$ cat config.mk
export PLATFORM = sky130hd
export DESIGN_NAME = tw_device_flat
export DESIGN_NICKNAME = d
export VERILOG_FILES = /design/src/common/tw_pkg.sv /design/src/common/tw_if.sv /design/src/core/tw_device.sv /design/src/flat_wrapper.sv
export VERILOG_INCLUDE_DIRS = /design/src /design/src/common
export SDC_FILE = /design/constraint.sdc
export NUM_CORES = 1
export LEC_CHECK = 0
export BUFFER_PORTS_ARGS = -buffer_cell sky130_fd_sc_hd__buf_2
export CAP_MARGIN = 0
export CORE_UTILIZATION = 43
export DETAILED_ROUTE_END_ITERATION = 6
export SETUP_SLACK_MARGIN = 0.05
export SYNTH_ARGS = -nofsm -noshare
export SYNTH_HDL_FRONTEND = slang
export SYNTH_SLANG_ARGS = --single-unit
$ cat constraint.sdc
create_clock -name i_clock -period 2.4 [get_ports i_clock]
set_input_delay 0.36 -clock i_clock [delete_from_list [all_inputs] [get_ports i_clock]]
set_output_delay 0.36 -clock i_clock [all_outputs]
set_load 0.02 [all_outputs]
$ cat src/common/tw_regs.svh
// Constants for the three-wire register port: command codes, field positions
// and timing. Included by both ends; holds definitions only.
`ifndef TW_REGS_SVH
`define TW_REGS_SVH

`define TW_BITS_PER_CYCLE 4'h8
`define TW_CMD_MSB 7
`define TW_CMD_LSB 6
`define TW_ADDR_MSB 5
`define TW_ADDR_LSB 0
`define TW_CMD_READ 2'h0
`define TW_CMD_NOP 2'h1
`define TW_CMD_WRITE 2'h2
`define TW_CMD_BURST 2'h3
`define TW_CLK_DIV_HALF 4'h4
`define TW_CS_GAP 4'h8

`endif

$ cat src/common/tw_pkg.sv
// Types shared by both ends of the three-wire register port.
// Assumes the constants header is included alongside.
package tw_pkg;
  typedef enum logic [1:0] {
    TW_CMD_RD,
    TW_CMD_NO,
    TW_CMD_WR,
    TW_CMD_BW
  } tw_cmd_t;
  typedef logic [5:0] tw_addr_t;
  typedef logic [7:0] tw_byte_t;
endpackage

$ cat src/common/tw_if.sv
// Serial link between master (host) and register port (device).
// Assumes both ends run on their own clocks; no clocking block here.
`timescale 1ns/100ps
interface tw_if;
  logic chip_sel_n;
  logic shift_clock;
  logic ser_in;
  logic ser_out;
  modport dev (input chip_sel_n, input shift_clock, input ser_in,
               output ser_out);
  modport host (output chip_sel_n, output shift_clock, output ser_in,
                input ser_out);
endinterface

$ cat src/core/tw_device.sv
// Device end of the three-wire register port: shifts bytes in and out and
// drives a simple register-file access port on the user side.
// Assumes link pins are asynchronous to i_clock and are synchronised here.
// Assumes the register file answers a read strobe on the next cycle.
`timescale 1ns/100ps
`include "tw_regs.svh"
module tw_device
  import tw_pkg::*;
(
  input wire logic i_clock,
  input wire logic i_reset_n,
  input wire logic i_clk_en,
  tw_if.dev link,
  output logic o_rd_en,
  output logic o_rd_clr_ok,
  output logic [5:0] o_rd_addr,
  input wire logic [7:0] i_rd_data,
  output logic o_wr_en,
  output logic [5:0] o_wr_addr,
  output logic [7:0] o_wr_data,
  output logic o_active
);
  typedef enum logic [1:0] {
    TW_ST_CMD,
    TW_ST_DATA,
    TW_ST_BURST
  } tw_state_t;

  logic [1:0] cs_sync_reg;
  logic [2:0] sk_sync_reg;
  logic [1:0] si_sync_reg;
  logic cs_n;
  logic sk_rise;
  logic sk_fall;
  logic [7:0] rx_shift_reg;
  logic [7:0] tx_shift_reg;
  logic [3:0] bit_cnt_reg;
  tw_state_t state_reg;
  logic [5:0] addr_reg;
  logic load_pend_reg;
  logic so_reg;
  logic [7:0] rx_byte;
  logic byte_done;

  // Field decoding shared by the command state and the strobe logic
  function automatic logic [1:0] cmd_of(input tw_byte_t b);
    return b[`TW_CMD_MSB:`TW_CMD_LSB];
  endfunction

  function automatic tw_addr_t addr_of(input tw_byte_t b);
    return b[`TW_ADDR_MSB:`TW_ADDR_LSB];
  endfunction

  // Two flops before use; the third shift-clock stage only feeds edge
  // detection, so nothing but the second flop ever reads the first
  always_ff @(posedge i_clock) begin
    if (!i_reset_n) begin
      cs_sync_reg <= 2'h3;
      sk_sync_reg <= 3'h0;
      si_sync_reg <= 2'h0;
    end else if (i_clk_en) begin
      cs_sync_reg <= {cs_sync_reg[0], link.chip_sel_n};
      sk_sync_reg <= {sk_sync_reg[1:0], link.shift_clock};
      si_sync_reg <= {si_sync_reg[0], link.ser_in};
    end
  end

  // Edge strobes and the byte that the current rise would complete.
  // Shift clock and data share one latency, so the bit taken is the one
  // that stood on the pin at the rise.
  assign cs_n = cs_sync_reg[1];
  assign sk_rise = sk_sync_reg[1] & ~sk_sync_reg[2];
  assign sk_fall = ~sk_sync_reg[1] & sk_sync_reg[2];
  assign rx_byte = {rx_shift_reg[6:0], si_sync_reg[1]};
  // Eighth synchronised rise while selected closes a byte
  assign byte_done = !cs_n && sk_rise &&
                     bit_cnt_reg == `TW_BITS_PER_CYCLE - 4'h1;

  // Receive shift and bit count; deselect clears the count so a cut
  // byte never leaks into the next frame
  always_ff @(posedge i_clock) begin
    if (!i_reset_n) begin
      rx_shift_reg <= 8'h00;
      bit_cnt_reg <= 4'h0;
    end else if (i_clk_en) begin
      if (cs_n) begin
        bit_cnt_reg <= 4'h0;
      end else if (sk_rise) begin
        rx_shift_reg <= rx_byte;
        bit_cnt_reg <= byte_done ? 4'h0 : bit_cnt_reg + 4'h1;
      end
    end
  end

  // Command state; deselect ends any burst
  // A burst has no length field, so only select high can stop it
  always_ff @(posedge i_clock) begin
    if (!i_reset_n) begin
      state_reg <= TW_ST_CMD;
      addr_reg <= 6'h00;
    end else if (i_clk_en) begin
      if (cs_n) begin
        state_reg <= TW_ST_CMD;
      end else if (byte_done) begin
        case (state_reg)
          TW_ST_CMD: begin
            addr_reg <= addr_of(rx_byte);
            case (cmd_of(rx_byte))
              `TW_CMD_WRITE: state_reg <= TW_ST_DATA;
              `TW_CMD_BURST: state_reg <= TW_ST_BURST;
              // Read and no-op need no data byte
              default: state_reg <= TW_ST_CMD;
            endcase
          end
          // One data byte, then commands again
          TW_ST_DATA: state_reg <= TW_ST_CMD;
          TW_ST_BURST: state_reg <= TW_ST_BURST;
          default: state_reg <= TW_ST_CMD;
        endcase
      end
    end
  end

  // Register-file strobes issued only on a complete byte.
  // Only the read command may clear flags; every other read strobe here
  // fetches output data and must leave clear-on-read bits alone
  always_ff @(posedge i_clock) begin
    if (!i_reset_n) begin
      o_rd_en <= 1'b0;
      o_rd_clr_ok <= 1'b0;
      o_rd_addr <= 6'h00;
      o_wr_en <= 1'b0;
      o_wr_addr <= 6'h00;
      o_wr_data <= 8'h00;
      load_pend_reg <= 1'b0;
    end else if (i_clk_en) begin
      o_rd_en <= 1'b0;
      o_wr_en <= 1'b0;
      o_rd_clr_ok <= 1'b0;
      load_pend_reg <= o_rd_en;
      if (byte_done && state_reg == TW_ST_CMD) begin
        case (cmd_of(rx_byte))
          `TW_CMD_READ: begin
            o_rd_en <= 1'b1;
            o_rd_clr_ok <= 1'b1;
            o_rd_addr <= addr_of(rx_byte);
          end
          // No access at all, so nothing can be cleared
          `TW_CMD_NOP: o_rd_en <= 1'b0;
          default: begin
            // Show the target before data arrives, no flag clearing
            o_rd_en <= 1'b1;
            o_rd_addr <= addr_of(rx_byte);
          end
        endcase
      end else if (byte_done) begin
        // Data byte: write, then fetch the same place for the next cycle
        o_wr_en <= 1'b1;
        o_wr_addr <= addr_reg;
        o_wr_data <= rx_byte;
        o_rd_en <= 1'b1;
        o_rd_addr <= addr_reg;
      end
    end
  end

  // Transmit shift: loaded after the eighth clock, advanced on falls.
  // The load waits one cycle for i_rd_data; the fall that closes a byte
  // sees a zero count and is skipped, so the fresh bit 7 is not lost
  always_ff @(posedge i_clock) begin
    if (!i_reset_n) begin
      tx_shift_reg <= 8'h00;
      so_reg <= 1'b0;
    end else if (i_clk_en) begin
      if (load_pend_reg) begin
        tx_shift_reg <= i_rd_data;
        so_reg <= i_rd_data[7];
      end else if (!cs_n && sk_fall && bit_cnt_reg != 4'h0) begin
        tx_shift_reg <= {tx_shift_reg[6:0], 1'b0};
        so_reg <= tx_shift_reg[6];
      end
    end
  end

  // Busy flag for the user side
  // Lags the pin by the synchroniser and this flop
  always_ff @(posedge i_clock) begin
    if (!i_reset_n) begin
      o_active <= 1'b0;
    end else if (i_clk_en) begin
      o_active <= !cs_n;
    end
  end

  // Serial output comes straight from its flop
  assign link.ser_out = so_reg;
endmodule

$ cat src/flat_wrapper.sv
// flat-port wrapper written by rule: the top's interface ports become plain ports
module tw_device_flat import tw_pkg::*;
  (i_clock, i_reset_n, i_clk_en, o_rd_en, o_rd_clr_ok, o_rd_addr, i_rd_data, o_wr_en, o_wr_addr, o_wr_data, o_active, link_chip_sel_n, link_shift_clock, link_ser_in, link_ser_out);
  tw_if link_i ();
  input wire logic i_clock;
  input wire logic i_reset_n;
  input wire logic i_clk_en;
  output logic o_rd_en;
  output logic o_rd_clr_ok;
  output logic [5:0] o_rd_addr;
  input wire logic [7:0] i_rd_data;
  output logic o_wr_en;
  output logic [5:0] o_wr_addr;
  output logic [7:0] o_wr_data;
  output logic o_active;
  input wire logic [$bits(link_i.chip_sel_n)-1:0] link_chip_sel_n;
  input wire logic [$bits(link_i.shift_clock)-1:0] link_shift_clock;
  input wire logic [$bits(link_i.ser_in)-1:0] link_ser_in;
  output wire logic [$bits(link_i.ser_out)-1:0] link_ser_out;
  assign link_i.chip_sel_n = link_chip_sel_n;
  assign link_i.shift_clock = link_shift_clock;
  assign link_i.ser_in = link_ser_in;
  assign link_ser_out = link_i.ser_out;
  tw_device u_core (.i_clock(i_clock), .i_reset_n(i_reset_n), .i_clk_en(i_clk_en), .link(link_i), .o_rd_en(o_rd_en), .o_rd_clr_ok(o_rd_clr_ok), .o_rd_addr(o_rd_addr), .i_rd_data(i_rd_data), .o_wr_en(o_wr_en), .o_wr_addr(o_wr_addr), .o_wr_data(o_wr_data), .o_active(o_active));
endmodule
==> results of run 1 <==
-- metal layers --
metal  vias to the layer above  track usage, %  routed length, um
met4                         0            12.0                125
met2                        32            27.7               2310
met5                         -               0                  0
met3                        10            3.84                141
li1                       1031               -                  -
met1                       904            23.2               2410
-- cell families (layout without fill, tap and decap cells) --
family | Yosys count | in the layout | share of synthesized area (%)
buf+inv | 24 | 64 | 5.07
xor+xnor | 2 | 2 | 0.696
fa+ha+maj | 2 | 2 | 0.994
compound gates | 56 | 56 | 15.5
mux | 21 | 21 | 8.35
flops | 59 | 59 | 46.9
simple gates | 114 | 114 | 22.5
-- cells in the mapped netlist (all sizes together), types with 3 or more instances --
master   n
mux2i   21
nor3     5
clkbuf   9
a21boi   8
buf     12
inv      3
o211a   13
o21a     3
dfxtp   59
nor2b   10
nand3   20
nor2     6
o21ai   24
nand2   60
-- worst paths after layout --
check,from,endpoint,slack (ns),cells after the start
max reg2reg,u_core.bit_cnt_reg[0]$_SDFFE_PN0P_,u_core.link.ser_out$_SDFFE_PN0P_,0.57,6
max,u_core.bit_cnt_reg[0]$_SDFFE_PN0P_,u_core.link.ser_out$_SDFFE_PN0P_,0.57,6
min,link_chip_sel_n,u_core.cs_sync_reg[0]$_SDFFE_PN1P_,0.24,3
min reg2reg,u_core.o_wr_addr[4]$_SDFFE_PN0P_,u_core.o_wr_addr[4]$_SDFFE_PN0P_,0.44,2
-- final cells by class --
| type | instances | area, um2 | area share, % |
|---|---|---|---|
| Clock buffer | 11 | 131 | 4.52 |
| Clock inverter | 5 | 30.0 | 1.03 |
| Inverter | 3 | 11.3 | 0.387 |
| Multi-Input combinational cell | 195 | 1210 | 41.6 |
| Sequential cell | 59 | 1180 | 40.6 |
| Tap cell | 72 | 90.1 | 3.10 |
| Timing Repair Buffer | 45 | 255 | 8.78 |
-- stage by stage --
stage	hold slack, ns	worst slack, ns	instances	cell area (um2)
2_1_floorplan	0.441	0.962	278	2520
3_3_place_gp	0.435	0.566	374	2750
3_5_place_dp	0.437	0.546	374	2750
4_1_cts	0.231	0.579	390	2910
5_1_grt	0.240	0.317	390	2910
6_report	0.242	0.566	390	2910
-- power by group through the flow --
stage	sequential, mW	clock (mW)	combinational [mW]
2_1_floorplan	1.01	0	0.0447
3_5_place_dp	1.01	0	0.0667
3_3_place_gp	1.01	0	0.0667
6_report	0.992	0.748	0.0658
5_1_grt	0.992	0.820	0.0737
4_1_cts	0.992	0.772	0.0668
-- worst register-to-register path: stages, from the launching register on --
cell and delay, ns:
dfxtp_1 0.34, inv_1 0.07, ha_1 0.18, nor3b_1 0.14, o21ai_1 0.70, nand2_1 0.12
o211a_1 0.17
==> impl_metrics.csv, run 1 <==
group,metric,value,unit
clock_network,cts_tree,"done",
routing,routed_via_density,5.07,
global_routing,grtUsageTotal,18.2,%
global_routing,grt_max_degree,54,
setup_path,crit_path_start_kind,"register",
global_routing,antenna_found_initial,0,
setup_path,cp.arrival,2.06,ns
power,switchingPower,0.422,mW
synthesis,synthArstFlopShare,0,%
setup_path,critical_path_required,2.62,ns
finish,diodes,0,
timing,max_freq,545,MHz
setup_path,end_kind,"register",
power,p_clk_share,41.4,%
floorplanning,pin_count,39,
finish,largest_reg_flops,8,
timing,tightestPinTransition,0.895,ns
floorplanning,start_util,45.2,%
floorplanning,dieWidth,78.5,um
clock_network,post-cts-setup-buffers,0,
floorplanning,fp-row-count,27,
setup_path,crit_type,"register to register",
floorplanning,core,0.00557,mm2
synthesis,ys_seq_area_share,46.9,%
clock_network,root_buffer,"clkbuf_8",
synthesis,syn_nets,294,
timing,hold_viol,0,
finish,final_cell_mix,"nand2_1 (59), dfxtp_1 (59), buf_2 (38), mux2i_1 (21), nand3_1 (20)",
timing,timing.final.crit_share,76.4,%
placement,gp_congestion,0.839,
global_routing,grt_pass1_vias,1807,
placement,dp_hpwl,3330,um
timing,rsz0062_at_grt,"false",
synthesis,ys_ff_latch,59,
timing,skew,0.00768,ns
clock_network,cts_buffers,9,
synthesis,synth_edf_count,0,
finish,nNetsFinal,329,
global_routing,grt_pass1_wl,8590,um
synthesis,synth_ff_type,"dfxtp_1",
synthesis,syn_area_per_cell,9.06,um2
power,p_sw_share,23.4,%
setup_path,crit_chain,"inv_1 > ha_1 > nor3b_1 > o21ai_1 > nand2_1 > o211a_1",
power,p_seq_share,54.9,%
finish,n_fill_cell,540,
routing,drc,0,
synthesis,synth_cell_type_count,41,
finish,syn2layout_area_growth,15.5,%
power,p_leak,1.29,nW
power,power.internal,1.38,mW
routing,vias,1977,
synthesis,yosys-top-cells-area,"dfxtp_1 (47%), nand2_1 (8.8%), mux2i_1 (8.3%)",
clock_network,clk_path_buf_depth,2,
synthesis,syn_inst,278,
synthesis,synth_top_area_share,46.9,%
status,status,"finished clean",
finish,drive_above_1_share,19.8,%
clock_network,clkSinkCount,59,
finish,utilization,52.2,%
power,total_power,1.81,mW
clock_network,cts_max_level,3,
job,maxCapViolations,0,
synthesis,yosys_warnings,0,
synthesis,synth_top_area_cell,"dfxtp_1",
clock_network,ctsResizeCount,0,
power,combPwrFrac,3.6,%
placement,io_buffers,38,
timing,finalCriticalPeriod,1.83,ns
routing,drt_wl_total,4980,um
floorplanning,dieArea,0.00616,mm2
worst_hold_path,hold_class,"input port to register",
floorplanning,die_h,78.5,um
global_routing,grt_overflow,0,
clock_network,worstSkewPairLatency,0.33,ns
synthesis,synth_area,0.00252,mm2
timing,relSlewSlack,39.9,%
routing,drtIter0Drc,112,
routing,drtPass1Iterations,4,
setup_path,crit_path_max_incr_delay,0.70,ns
clock_network,cts_hold_buf,0,
routing,postRouteAntennaNets,0,
timing,setup_viol,0,
setup_path,crit_path_max_fanout,14,
power,power_density,621,mW/mm2
clock_network,clk_pin_slew,0.06,ns
setup_path,cp_slowest_cell,"o21ai_1",
power,ir_drop,0.346,mV
routing,wire_per_inst,12.8,um
setup_path,path_buf_inv,1,
timing,setup_tns,0,ns
setup_path,cpLargestDelayFamily,"compound AO/OA/AOI/OAI gates",
timing,report.final.slew_viol_count,0,
Note: power is estimated with default switching activity, not from simulation.
==> run 2: changes to the inputs <==
--- a/config.mk
+++ b/config.mk
@@ -10,6 +10,7 @@
 export CAP_MARGIN = 0
 export CORE_UTILIZATION = 43
 export DETAILED_ROUTE_END_ITERATION = 6
+export PLACE_DENSITY = 0.66
 export SETUP_SLACK_MARGIN = 0.05
 export SYNTH_ARGS = -nofsm -noshare
 export SYNTH_HDL_FRONTEND = slang
==> constraint.sdc (replaced) <==
create_clock -name i_clock -period 1.65 [get_ports i_clock]
set_input_delay 0.2475 -clock i_clock [delete_from_list [all_inputs] [get_ports i_clock]]
set_output_delay 0.2475 -clock i_clock [all_outputs]
set_load 0.02 [all_outputs]
==> impl_metrics.csv, run 2 (synthesized netlist as in run 1, its figures left out) <==
group,metric,value,unit
timing,finalCriticalPeriod,1.50,ns
timing,holdWs,0.125,ns
setup_path,path_buf_inv,1,
routing,routed_via_density,5.22,
finish,diodes,0,
worst_hold_path,hold_class,"input port to register",
setup_path,crit_path_max_incr_delay,0.36,ns
routing,drc,0,
power,power_density,918,mW/mm2
clock_network,cts_tree,"done",
global_routing,grt_pass1_vias,1889,
timing,rsz0062_at_grt,"true",
routing,postRouteAntennaNets,0,
floorplanning,start_util,45.2,%
finish,n_fill_cell,529,
routing,wire_per_inst,13.3,um
setup_path,critical_path_required,1.88,ns
setup_path,end_kind,"register",
setup_path,crit_path_max_fanout,11,
floorplanning,dieWidth,78.5,um
timing,relSlewSlack,70.6,%
routing,drtIter0Drc,110,
setup_path,cp.arrival,1.73,ns
placement,gp_congestion,0.801,
routing,highest_layer,"met4",
routing,wl_met3,228,um
floorplanning,dieArea,0.00616,mm2
finish,seq_area,0.00118,mm2
clock_network,clkSinkCount,59,
routing,drt_wl_total,5320,um
placement,numPlacedInstances,381,
finish,nNetsFinal,340,
finish,multiInputGateArea,0.00123,mm2
placement,dp_hpwl,3530,um
timing,hold_viol,0,
routing,met2_wirelength,2430,um
finish,largest_reg_flops,8,
setup_path,cp_slowest_cell,"dfxtp_1",
floorplanning,die_h,78.5,um
clock_network,root_buffer,"clkbuf_8",
routing,wl_met1,2500,um
job,maxCapViolations,0,
setup_path,cpLargestDelayFamily,"flip-flops",
global_routing,antenna_found_initial,0,
power,p_leak,1.39,nW
timing,report.final.slew_viol_count,0,
routing,drtPass1Iterations,4,
timing,setup_tns,0,ns
power,total_power,2.82,mW
global_routing,grt_max_degree,42,
power,ir_drop,0.532,mV
clock_network,clk_pin_slew,0.06,ns
setup_path,crit_chain,"ha_2 > nand3b_1 > a211oi_2 > buf_6 > nand3_1 > o211a_1",
timing,skew,0.00564,ns
setup_path,crit_type,"register to register",
clock_network,cts_buffers,9,
clock_network,worstSkewPairLatency,0.34,ns
clock_network,cts_hold_buf,0,
floorplanning,pin_count,39,
finish,syn2layout_area_growth,22.0,%
finish,final_cell_mix,"nand2_1 (59), dfxtp_1 (58), buf_2 (38), mux2i_1 (21), nand3_1 (20)",
finish,utilization,55.1,%
timing,timing.final.crit_share,91.0,%
placement,io_buffers,38,
timing,setup_viol,0,
finish,final_common_cell,"nand2_1",
floorplanning,fp-row-count,27,
floorplanning,core,0.00557,mm2
global_routing,grtUsageTotal,18.6,%
finish,drive_above_1_share,22.8,%
clock_network,clk_path_buf_depth,2,
clock_network,cts_max_level,3,
global_routing,grt_overflow,0,
finish,fin_cells,401,
status,status,"finished clean",
timing,tightestPinTransition,0.442,ns
timing,max_freq,666,MHz
routing,vias,2092,
setup_path,crit_path_start_kind,"register",
global_routing,grt_pass1_wl,8830,um
==> run 2: cell types whose count changed in the layout (fill, tap and decap cells not counted), sizes merged <==
cell      previous run  this run
buf                 45        56
clkbuf              11        14
clkinv               3         1
clkinvlp             2         0
bufinv               0         1
==> run 2: power breakdown <==
part | internal (mW) | switching [mW]
Combinational | 0.0435 | 0.0575
Sequential | 1.43 | 0.00855
Clock | 0.739 | 0.536
Total | 2.22 | 0.602
==> run 2: worst paths after layout <==
check	startpoint	to	slack [ns]	depth (start not counted)
max	u_core.bit_cnt_reg[0]$_SDFFE_PN0P_	u_core.o_rd_addr[5]$_SDFFE_PN0P_	0.15	6
min	link_chip_sel_n	u_core.cs_sync_reg[0]$_SDFFE_PN1P_	0.13	3
max reg2reg	u_core.bit_cnt_reg[0]$_SDFFE_PN0P_	u_core.o_rd_addr[5]$_SDFFE_PN0P_	0.15	6
min reg2reg	u_core.o_wr_addr[4]$_SDFFE_PN0P_	u_core.o_wr_addr[4]$_SDFFE_PN0P_	0.44	2
==> run 2: per-stage QoR <==
stage / setup slack, ns / area [um2]
2_1_floorplan: 0.212 / 2520
3_5_place_dp: 0.112 / 2810
4_1_cts: 0.0636 / 3000
5_1_grt: 0.0445 / 3070
6_report: 0.149 / 3070
3_3_place_gp: 0.177 / 2810
==> run 2: cell type report <==
cell class / count / area share, %
inverter: 3 / 0.367
timing repair buffer: 56 / 11.9
clock inverter: 2 / 1.14
clock buffer: 14 / 4.97
tap: 72 / 2.93
sequential: 59 / 38.5
multi-input combinational: 195 / 40.2
==> run 2: worst min-delay path, stage by stage <==
cell     delay [ns]
buf_2          0.08
mux2i_1        0.05
nand2_1        0.05
==> run 2: routing by layer <==
| metal | track usage, % | vias to the layer above |
|---|---|---|
| li1 | - | 1052 |
| met1 | 24.0 | 970 |
| met2 | 28.1 | 57 |
| met3 | 3.84 | 13 |
| met4 | 11.5 | 0 |
| met5 | 0 | - |
==> run 2: timing repair <==
| action | CTS | global route |
|---|---|---|
| buffers inserted | 0 | 4 |
| gates resized for setup | 0 | 6 |
| hold endpoints to repair | 0 | 0 |
| endpoints found under the setup margin | 0 | 30 |
